===== src/ext_irq_pkg.sv =====
/*
 * Package for the external interrupt and vector placement block: register
 * offsets, field positions, reset values, sense encodings and timing counts.
 * Assumes an 8-bit I/O register port from the processor core.
 */
package ext_irq_pkg;
   // ****************************************
   // Register offsets (I/O space)
   // ****************************************
   localparam logic [7:0] IO_SPACE_MAX = 8'h3f;
   localparam logic [7:0] DATA_SPACE_BIAS = 8'h20;
   localparam logic [5:0] OFS_STATUS_CTRL = 6'h34;
   localparam logic [5:0] OFS_SENSE_CTRL = 6'h35;
   localparam logic [5:0] OFS_IRQ_FLAGS = 6'h3a;
   localparam logic [5:0] OFS_IRQ_CTRL = 6'h3b;
   localparam logic [7:0] RESET_BYTE = 8'h00;

   // ****************************************
   // Field positions
   // ****************************************
   localparam int BIT_UNLOCK = 0;
   localparam int BIT_VSEL = 1;
   localparam int BIT_PIN2 = 5;
   localparam int BIT_PIN0 = 6;
   localparam int BIT_PIN1 = 7;
   localparam int BIT_SENSE2 = 6;
   localparam int SENSE0_LSB = 0;
   localparam int SENSE1_LSB = 2;

   // ****************************************
   // Sense encodings and timing
   // ****************************************
   typedef enum logic [1:0] {
      SENSE_LOW = 2'h0,
      SENSE_ANY = 2'h1,
      SENSE_FALL = 2'h2,
      SENSE_RISE = 2'h3
   } sense_t;

   localparam logic [2:0] UNLOCK_CYCLES = 3'h4;
   localparam int BOOT_FUSE_W = 2;
   localparam int VEC_ADDR_W = 15;

   typedef struct packed {
      logic wr;
      logic rd;
      logic data_space;
      logic [7:0] addr;
      logic [7:0] wdata;
   } io_req_t;
endpackage


===== src/ext_irq_edge.sv =====
/*
 * Clocked edge/level detector for one sensed pin.
 * Assumes the pin is already synchronised to i_clk.
 */
`timescale 1ns/1ps
`default_nettype none
module ext_irq_edge (
   input wire logic i_clk,
   input wire logic i_rst_n,
   input wire logic i_pin,
   input wire ext_irq_pkg::sense_t i_sense,
   output logic o_event
);
   import ext_irq_pkg::*;
   logic prev_reg;

   always_ff @(posedge i_clk or negedge i_rst_n) begin
      if (!i_rst_n) begin
         prev_reg <= 1'b1;
      end else begin
         prev_reg <= i_pin;
      end
   end

   always_comb begin
      case (i_sense)
         SENSE_LOW: o_event = !i_pin;
         SENSE_ANY: o_event = i_pin ^ prev_reg;
         SENSE_FALL: o_event = prev_reg & !i_pin;
         SENSE_RISE: o_event = !prev_reg & i_pin;
         default: o_event = 1'b0;
      endcase
   end
endmodule // ext_irq_edge
`default_nettype wire


===== src/ext_irq_ctrl.sv =====
/*
 * External interrupt control for three pins plus vector table placement,
 * with timed unlock of the vector select and automatic interrupt blocking.
 * Assumes an 8-bit I/O register port from the core (I/O or data space
 * addressing), a vector-taken strobe per pin, and a slow wake sample clock
 * presented as a plain input that is synchronised here.
 */
// Function
// RULE1 - Select bit picks flash or boot vectors
// RULE2 - Boot base derived from boot-size fuses
// RULE3 - Software unlocks then writes within four
// RULE4 - Block interrupts from unlock until after write
// RULE5 - Unwritten unlock blocks four cycles only
// RULE6 - Blocking leaves global enable bit untouched
// RULE7 - Unlock clears after four or on write
// RULE8 - Boot lock bits block cross-section interrupts
// RULE9 - Pin triggers even when driven as output
// RULE10 - Third pin is edge-only
// RULE11 - Level mode requests while pin low
// RULE12 - Clocked edges; async low level, pin2 edges
// RULE13 - I/O clock stops outside idle sleep
// RULE14 - Wake level sampled twice by watchdog clock
// RULE15 - Vanished wake level wakes without interrupt
// RULE16 - Sense field one bits 3:2 encoding
// RULE17 - Sense field zero bits 1:0 encoding
// RULE18 - Pins sampled before edge detection
// RULE19 - Source holds low until instruction ends
// RULE20 - Forward only with global and pin enable
// RULE21 - I/O addresses plus data-space offset 0x20
// RULE22 - Flags set, cleared on vector or write-one
// RULE23 - Level-mode flag reads as cleared
// RULE24 - Status bit six picks pin2 edge
// RULE25 - Enables at bits 7, 6, 5
// RULE26 - Two-stage synchroniser before edge compare
`timescale 1ns/1ps
`default_nettype none
module ext_irq_ctrl #(
   parameter int BOOT_BASE_0 = 'h3800,
   parameter int BOOT_BASE_1 = 'h3c00,
   parameter int BOOT_BASE_2 = 'h3e00,
   parameter int BOOT_BASE_3 = 'h3f00
) (
   input wire logic i_clk,
   input wire logic i_reset_n,
   input wire ext_irq_pkg::io_req_t i_io,
   input wire logic [2:0] i_pins,
   input wire logic [2:0] i_vector_taken,
   input wire logic i_global_irq_enable,
   input wire logic i_exec_in_boot,
   input wire logic i_boot_lock_app_irq,
   input wire logic i_boot_lock_boot_irq,
   input wire logic [ext_irq_pkg::BOOT_FUSE_W-1:0] i_boot_size_fuses,
   input wire logic i_instr_done,
   input wire logic i_sleep_deep,
   input wire logic i_wdt_clk,
   input wire logic i_startup_done,
   output logic [7:0] o_rdata,
   output logic [2:0] o_irq_req,
   output logic o_wake,
   output logic [ext_irq_pkg::VEC_ADDR_W-1:0] o_vector_base
);
   import ext_irq_pkg::*;

   // ****************************************
   // Reset release and synchronisers
   // ****************************************
   logic rst_meta_reg, rst_n;
   always_ff @(posedge i_clk or negedge i_reset_n) begin
      if (!i_reset_n) begin
         rst_meta_reg <= 1'b0;
         rst_n <= 1'b0;
      end else begin
         rst_meta_reg <= 1'b1;
         rst_n <= rst_meta_reg;
      end
   end

   // Pin sampled even when driven as output, so software can self-interrupt
   logic [2:0] pin_meta_reg, pin_sync_reg;
   logic wdt_meta_reg, wdt_sync_reg;
   always_ff @(posedge i_clk or negedge rst_n) begin
      if (!rst_n) begin
         pin_meta_reg <= 3'h7;
         pin_sync_reg <= 3'h7;
         wdt_meta_reg <= 1'b0;
         wdt_sync_reg <= 1'b0;
      end else begin
         pin_meta_reg <= i_pins; // RULE9 RULE18 RULE26
         pin_sync_reg <= pin_meta_reg; // RULE26
         wdt_meta_reg <= i_wdt_clk;
         wdt_sync_reg <= wdt_meta_reg;
      end
   end

   // ****************************************
   // Registers
   // ****************************************
   logic [1:0] sense0_reg, sense1_reg;
   logic sense2_reg;
   logic [2:0] enable_reg, flag_reg;
   logic vsel_reg, unlock_reg;
   logic [2:0] unlock_cnt_reg;
   logic hold_reg;
   logic [5:0] ofs;
   logic hit, wr_sense, wr_stat, wr_ctrl, wr_flags;

   // Data-space accesses carry the 0x20 bias
   always_comb begin
      ofs = i_io.data_space ? 6'(i_io.addr - DATA_SPACE_BIAS) : i_io.addr[5:0]; // RULE21
      hit = i_io.data_space ? (i_io.addr >= DATA_SPACE_BIAS &&
                               i_io.addr <= IO_SPACE_MAX + DATA_SPACE_BIAS)
                            : (i_io.addr <= IO_SPACE_MAX); // RULE21
      wr_sense = i_io.wr && hit && ofs == OFS_SENSE_CTRL;
      wr_stat = i_io.wr && hit && ofs == OFS_STATUS_CTRL;
      wr_ctrl = i_io.wr && hit && ofs == OFS_IRQ_CTRL;
      wr_flags = i_io.wr && hit && ofs == OFS_IRQ_FLAGS;
   end

   always_ff @(posedge i_clk or negedge rst_n) begin
      if (!rst_n) begin
         sense0_reg <= RESET_BYTE[1:0];
         sense1_reg <= RESET_BYTE[1:0];
         sense2_reg <= 1'b0;
      end else begin
         if (wr_sense) begin
            sense0_reg <= i_io.wdata[SENSE0_LSB +: 2]; // RULE17
            sense1_reg <= i_io.wdata[SENSE1_LSB +: 2]; // RULE16
         end
         if (wr_stat) begin
            sense2_reg <= i_io.wdata[BIT_SENSE2]; // RULE24
         end
      end
   end

   always_ff @(posedge i_clk or negedge rst_n) begin
      if (!rst_n) begin
         enable_reg <= RESET_BYTE[2:0];
      end else if (wr_ctrl) begin
         enable_reg <= {i_io.wdata[BIT_PIN2], i_io.wdata[BIT_PIN1], i_io.wdata[BIT_PIN0]}; // RULE25
      end
   end

   // ****************************************
   // Vector select unlock sequence
   // ****************************************
   // Select write only counts while unlocked and with the unlock bit written zero
   logic vsel_write;
   assign vsel_write = wr_ctrl && unlock_reg && !i_io.wdata[BIT_UNLOCK];

   always_ff @(posedge i_clk or negedge rst_n) begin
      if (!rst_n) begin
         unlock_reg <= 1'b0;
         unlock_cnt_reg <= 3'h0;
         vsel_reg <= 1'b0;
      end else begin
         if (wr_ctrl && i_io.wdata[BIT_UNLOCK]) begin
            unlock_reg <= 1'b1;
            unlock_cnt_reg <= UNLOCK_CYCLES;
         end else if (vsel_write) begin
            unlock_reg <= 1'b0; // RULE7
            unlock_cnt_reg <= 3'h0;
            vsel_reg <= i_io.wdata[BIT_VSEL]; // RULE3
         end else if (unlock_cnt_reg != 3'h0) begin
            unlock_cnt_reg <= unlock_cnt_reg - 3'h1;
            if (unlock_cnt_reg == 3'h1) begin
               unlock_reg <= 1'b0; // RULE7 RULE5
            end
         end
      end
   end

   // Blocking extends past the select write until the next instruction-end strobe
   always_ff @(posedge i_clk or negedge rst_n) begin
      if (!rst_n) begin
         hold_reg <= 1'b0;
      end else if (vsel_write) begin
         hold_reg <= 1'b1; // RULE4
      end else if (i_instr_done) begin
         hold_reg <= 1'b0;
      end
   end

   // Blocking is local; the core's global enable is only read, never written
   logic auto_block;
   assign auto_block = unlock_reg || hold_reg || (wr_ctrl && i_io.wdata[BIT_UNLOCK]); // RULE4 RULE6

   // ****************************************
   // Vector base from fuses
   // ****************************************
   logic [VEC_ADDR_W-1:0] boot_base;
   always_comb begin
      case (i_boot_size_fuses)
         2'h0: boot_base = VEC_ADDR_W'(BOOT_BASE_0); // RULE2
         2'h1: boot_base = VEC_ADDR_W'(BOOT_BASE_1);
         2'h2: boot_base = VEC_ADDR_W'(BOOT_BASE_2);
         default: boot_base = VEC_ADDR_W'(BOOT_BASE_3);
      endcase
   end

   always_ff @(posedge i_clk or negedge rst_n) begin
      if (!rst_n) begin
         o_vector_base <= '0;
      end else begin
         o_vector_base <= vsel_reg ? boot_base : '0; // RULE1
      end
   end

   // ****************************************
   // Detection
   // ****************************************
   logic [2:0] evt;
   sense_t sense_sel [2];
   assign sense_sel[0] = sense_t'(sense0_reg);
   assign sense_sel[1] = sense_t'(sense1_reg);

   genvar g;
   generate
      for (g = 0; g < 2; g++) begin : g_det
         // Clocked edges; in deep sleep only the level path is honoured
         ext_irq_edge u_edge (
            .i_clk(i_clk),
            .i_rst_n(rst_n),
            .i_pin(pin_sync_reg[g]),
            .i_sense(sense_sel[g]),
            .o_event(evt[g])
         ); // RULE12 RULE11
      end
   endgenerate

   // Pin 2 is edge-only; falling or rising per sense bit
   ext_irq_edge u_edge2 (
      .i_clk(i_clk),
      .i_rst_n(rst_n),
      .i_pin(pin_sync_reg[2]),
      .i_sense(sense2_reg ? SENSE_RISE : SENSE_FALL),
      .o_event(evt[2])
   ); // RULE10 RULE12

   logic [2:0] level_mode;
   assign level_mode = {1'b0, sense1_reg == SENSE_LOW, sense0_reg == SENSE_LOW};

   // ****************************************
   // Flags
   // ****************************************
   // Pin 2 stands for an asynchronous catch, so it still flags in deep sleep
   for (g = 0; g < 3; g++) begin : g_flag
      always_ff @(posedge i_clk or negedge rst_n) begin
         if (!rst_n) begin
            flag_reg[g] <= 1'b0;
         end else if (level_mode[g]) begin
            flag_reg[g] <= 1'b0; // RULE23
         end else if (evt[g] && (!i_sleep_deep || g == 2)) begin
            flag_reg[g] <= 1'b1; // RULE22 RULE13 RULE12
         end else if (i_vector_taken[g] || (wr_flags &&
                      i_io.wdata[g == 0 ? BIT_PIN0 : (g == 1 ? BIT_PIN1 : BIT_PIN2)])) begin
            flag_reg[g] <= 1'b0; // RULE22
         end
      end
   end

   // ****************************************
   // Wake-up and requests
   // ****************************************
   // Two watchdog-clock samples of the low level, counted on its rising edges
   logic wdt_prev_reg;
   logic [1:0] wake_cnt_reg;
   logic wake_pending_reg;
   logic [2:0] level_req;
   assign level_req = level_mode & ~pin_sync_reg; // RULE11 RULE19

   always_ff @(posedge i_clk or negedge rst_n) begin
      if (!rst_n) begin
         wdt_prev_reg <= 1'b0;
         wake_cnt_reg <= 2'h0;
         o_wake <= 1'b0;
         wake_pending_reg <= 1'b0;
      end else begin
         wdt_prev_reg <= wdt_sync_reg;
         if (!i_sleep_deep) begin
            wake_cnt_reg <= 2'h0;
            o_wake <= 1'b0;
            wake_pending_reg <= 1'b0;
         end else if ((level_req & enable_reg) == 3'h0 && !(flag_reg[2] && enable_reg[2])) begin
            wake_cnt_reg <= 2'h0;
         end else if (wdt_sync_reg && !wdt_prev_reg) begin
            if (wake_cnt_reg == 2'h1 || flag_reg[2]) begin
               o_wake <= 1'b1; // RULE14 RULE12
               wake_pending_reg <= 1'b1;
            end else begin
               wake_cnt_reg <= wake_cnt_reg + 2'h1; // RULE14
            end
         end
      end
   end

   // Vector-section lock and automatic blocking gate every request
   logic section_block, irq_ok;
   assign section_block = (vsel_reg && i_boot_lock_app_irq && !i_exec_in_boot) ||
                          (!vsel_reg && i_boot_lock_boot_irq && i_exec_in_boot); // RULE8
   assign irq_ok = i_global_irq_enable && !auto_block && !section_block; // RULE20

   always_ff @(posedge i_clk or negedge rst_n) begin
      if (!rst_n) begin
         o_irq_req <= 3'h0;
      end else if (wake_pending_reg && !i_startup_done) begin
         o_irq_req <= 3'h0; // RULE15
      end else begin
         o_irq_req <= (flag_reg | level_req) & enable_reg & {3{irq_ok}}; // RULE20 RULE15
      end
   end

   // ****************************************
   // Read path
   // ****************************************
   logic [7:0] rd_next;
   always_comb begin
      rd_next = RESET_BYTE;
      if (i_io.rd && hit) begin
         case (ofs)
            OFS_SENSE_CTRL: rd_next = {4'h0, sense1_reg, sense0_reg};
            OFS_STATUS_CTRL: rd_next = {1'b0, sense2_reg, 6'h00};
            OFS_IRQ_CTRL: rd_next = {enable_reg[1], enable_reg[0], enable_reg[2], 3'h0, vsel_reg, unlock_reg};
            OFS_IRQ_FLAGS: rd_next = {flag_reg[1], flag_reg[0], flag_reg[2], 5'h00};
            default: rd_next = RESET_BYTE;
         endcase
      end
   end

   always_ff @(posedge i_clk or negedge rst_n) begin
      if (!rst_n) begin
         o_rdata <= RESET_BYTE;
      end else begin
         o_rdata <= rd_next;
      end
   end

   // ****************************************
   // Checks
   // ****************************************
   unlock_timeout_a: assert property (@(posedge i_clk) disable iff (!rst_n)
      $rose(unlock_reg) && !vsel_write ##1 !vsel_write [*3] |-> ##1 !unlock_reg) // RULE7
      else $error("unlock bit outlived its window");
   block_during_unlock_a: assert property (@(posedge i_clk) disable iff (!rst_n)
      unlock_reg |-> ##1 o_irq_req == 3'h0) // RULE4
      else $error("request passed during unlock");
   vsel_needs_unlock_a: assert property (@(posedge i_clk) disable iff (!rst_n)
      !$past(unlock_reg) |-> $stable(vsel_reg)) // RULE3
      else $error("vector select changed without unlock");
   gate_enable_a: assert property (@(posedge i_clk) disable iff (!rst_n)
      o_irq_req != 3'h0 |-> $past(i_global_irq_enable)) // RULE20
      else $error("request without global enable");
   level_flag_a: assert property (@(posedge i_clk) disable iff (!rst_n)
      $past(level_mode[0]) |-> !flag_reg[0]) // RULE23
      else $error("level mode flag set");
   base_sel_a: assert property (@(posedge i_clk) disable iff (!rst_n)
      !$past(vsel_reg) |-> o_vector_base == '0) // RULE1
      else $error("vector base not flash start");
   pin2_edge_only_a: assert property (@(posedge i_clk) disable iff (!rst_n)
      $rose(flag_reg[2]) |-> $past(pin_sync_reg[2]) != $past(pin_sync_reg[2], 2)) // RULE10
      else $error("pin2 flag set without an edge");
   section_lock_a: assert property (@(posedge i_clk) disable iff (!rst_n)
      section_block |=> o_irq_req == 3'h0) // RULE8
      else $error("request across locked section");
endmodule // ext_irq_ctrl
`default_nettype wire


===== config.mk =====
export PLATFORM = sky130hd
export DESIGN_NAME = ext_irq_ctrl
export DESIGN_NICKNAME = d
export VERILOG_FILES = /design/src/ext_irq_pkg.sv /design/src/ext_irq_edge.sv /design/src/ext_irq_ctrl.sv
export SDC_FILE = /design/constraint.sdc
export NUM_CORES = 1
export LEC_CHECK = 0
export BUFFER_PORTS_ARGS = -buffer_cell sky130_fd_sc_hd__buf_4
export CAP_MARGIN = 5
export CELL_PAD_IN_SITES_DETAIL_PLACEMENT = 0
export CELL_PAD_IN_SITES_GLOBAL_PLACEMENT = 1
export CORE_ASPECT_RATIO = 0.8
export CORE_MARGIN = 10
export CORE_UTILIZATION = 40
export CTS_CLUSTER_DIAMETER = 150
export DETAILED_ROUTE_END_ITERATION = 16
export HOLD_SLACK_MARGIN = 0.02
export PLACE_DENSITY_LB_ADDON = 0.1
export SLEW_MARGIN = 20
export SYNTH_ARGS = -nofsm -noshare
export SYNTH_HDL_FRONTEND = slang
export SYNTH_HIERARCHICAL = 1
export SYNTH_SLANG_ARGS = --single-unit

===== constraint.sdc =====
create_clock -name i_clk -period 2.2 [get_ports i_clk]
set_input_delay 0.44 -clock i_clk [delete_from_list [all_inputs] [get_ports i_clk]]
set_output_delay 0.44 -clock i_clk [all_outputs]
set_load 0.05 [all_outputs]

==> run metrics <==
status complete, no violations; CP Data Required Time roughly 2.4 ns; wirelength, routed approximately 5000 um; clk_lat worst skew 0.29 ns; Starting Density between 40% and 50%; setup TNS after final layout 0 ns; Avg Inst Size Synth about 11 um2; GRT Residual Overflow 0; Power Dens Cells about 640 nW/um2; vias per inst between 4 and 5; Synth Flop Type dfrtp_1; max reg flops 7; DRC Markers 0; Clock Skew 0.00701 ns; register area share after synthesis a little over half; Worst Max-Slew Pin Slew about 0.57 ns; max-cap violation count 0; number of flops mapped to enable cells by yosys 0; CTS Sinks 48; CP endpoint kind flop; critical path class reg -> reg; slack of the critical path around 0.37 ns; Final Slew Violations 0; GRT Resource Usage Total a little under an eighth; Pre-antenna DRT Iters 4; total CTS buffers 5; Max VDD drop 0.440 mV; first-pass GRT wire length around 8500 um; Synth async-reset ratio 100%; Top Registers o_rdata: 7 flops, o_vector_base: 4 flops; max_slew headroom between 60 and 70%; period utilisation layout a little over four fifths; die height around 90 um; n_diodes 0; final core utilization 52.5%; fin crit period 1.83 ns; Starting DRT DRC Count 36; antenna violations before repair 0; Synth Instances 200; total power 1.85 mW; Setup Buffers After CTS 0; Core Region ~5500 um2; dpl hpwl 4050 um; post-synth cell types 44; synthesized flop and latch total 48; Die Width roughly 100 um; max frequency approximately 0.55 GHz; final-stage net count roughly 310; gp weighted congestion 0.762; Hold Slack between 0.2 and 0.25 ns; largest net degree at the start of global routing 26; RSZ-0062 raised after global routing false; pre-CTS WS roughly 0.24 ns; share of layout cells above drive strength 1 between 30% and 40%; row count 24; Area Overhead vs Synth 25.7%; critical path startpoint category flop; vias in the first global route between 1500 and 2000; CTS tree built; Leak Pwr between 1 and 1.5 nW; CP Max Fanout 5; antenna-violating nets left 0; Final Setup Violations 0; Die Footprint 9180 um2; Clock Tree Buf Depth 2; DR WL/cell between 10 and 15 um; # IOs 64; H-tree depth 2; PortBufs 52; Post-Syn Area 2290 um2; Top reg by flops o_rdata; yosys warns 6; crit path DAT between 2 and 2.5 ns; min-delay worst type in -> reg; Vias roughly 1600; Fill cells ~510; hold violation count in the final report 0; CTS Root Cell clkbuf_8; Worst-path clk slew approximately 0.09 ns
[placed cells by master (no fill, tap or decap), drive strengths merged, types with 2 or more instances in the layout]
cell type  instances
buf               59
dfrtp             39
inv               22
conb              12
nor3              12
nor2              11
mux2              11
ha                10
dfstp              9
nor2b              8
nand2              8
a21oi              7
clkbuf             7
a211oi             4
and2               3
o21ai              3
a22oi              3
nand2b             3
mux4               3
nand3              3
mux2i              3
o22a               2
xnor2              2
a221oi             2
nor4               2
[final timing paths]
kind	start	to	slack (ns)	depth (start not counted)
max reg2reg	pin_sync_reg[1]	flag_reg[1]	0.37	7
max in group asynchronous	rst_n	flag_reg[0]	1.43	1
min in group asynchronous	rst_n	wake_cnt_reg[0]	0.26	0
min	i_pins[1]	pin_meta_reg[1]	0.25	1
max	pin_sync_reg[1]	flag_reg[1]	0.37	7
min reg2reg	rst_n	wake_cnt_reg[0]	0.26	0
[Yosys cell counts, types with 2 or more instances]
library cell | instances | area, um2
nor2b_1 | 8 | 50.1
o22a_1 | 2 | 17.5
nand2_1 | 8 | 30.0
inv_1 | 22 | 82.6
mux4_2 | 3 | 67.6
xnor2_1 | 2 | 17.5
nor3_1 | 10 | 50.1
dfstp_2 | 9 | 236
ha_1 | 10 | 125
a21oi_1 | 7 | 35.0
dfrtp_1 | 39 | 976
o21ai_0 | 3 | 15.0
a221oi_1 | 2 | 17.5
conb_1 | 2 | 7.51
and2_1 | 3 | 18.8
a211oi_1 | 4 | 30.0
mux2i_1 | 2 | 20.0
nor2_1 | 11 | 41.3
a22oi_1 | 3 | 22.5
buf_4 | 12 | 90.1
nand2b_1 | 3 | 18.8
mux2_2 | 11 | 124
nand3_1 | 2 | 10.0
nor4_1 | 2 | 12.5
[critical path, cell delays in order (launching register included)]
cell and delay [ns]:
dfstp_2 0.58, inv_1 0.07, ha_1 0.27, inv_1 0.03, mux4_2 0.42, nor2b_1 0.16
a21oi_1 0.12, a221oi_1 0.07
[kinds of logic (layout without fill, tap and decap cells)]
group                      after synthesis  after routing  synth area share [%]
AOI/OAI and AO/OA                       27             27                  8.02
xor gates and xnor gates                 3              3                  1.15
adders and majority gates               10             10                  5.46
buffers and inverters                   35             90                  7.69
DFF                                     48             48                  52.9
muxes                                   17             17                  10.2
other                                    2             12                 0.327
and+or+nand+nor                         58             58                  14.3
[per-stage QoR]
stage,instance area [um2],instances
floorplan,2330,210
global placement,2790,334
detailed placement,2790,334
CTS,2880,343
global route,2880,343
finish,2880,343
[repair_timing]
item	CTS	global route
hold buffers	1	0
gates resized for setup	0	0
setup endpoints to repair	0	0
hold endpoints to repair	2	0
[metal layers]
| layer | global-route usage, % | share of wire [%] | vias to the layer above |
|---|---|---|---|
| met2 | 16.3 | 39 | 64 |
| met1 | 15.8 | 51 | 739 |
| met3 | 4.18 | 9.1 | 5 |
| li1 | - | - | 787 |
| met5 | 0 | 0 | - |
| met4 | 3.61 | 1.2 | 0 |
[layout make-up]
| cell class | instances | area (um2) | area share, % |
|---|---|---|---|
| clock buffers | 7 | 76.3 | 2.65 |
| flip-flops and latches | 48 | 1210 | 42.1 |
| repair buffers | 60 | 465 | 16.1 |
| inverters | 22 | 82.6 | 2.86 |
| clock inverters | 1 | 5.00 | 0.174 |
| multi-input cells | 127 | 942 | 32.7 |
| well taps | 78 | 97.6 | 3.39 |
[report_power, final]
| group | switching (mW) | internal, mW | total (mW) |
|---|---|---|---|
| Combinational | 0.185 | 0.159 | 0.344 |
| Sequential | 0.0546 | 0.945 | 1.00 |
| Clock | 0.280 | 0.224 | 0.504 |
| Total | 0.521 | 1.33 | 1.85 |
(Power assumes the default switching activity.)
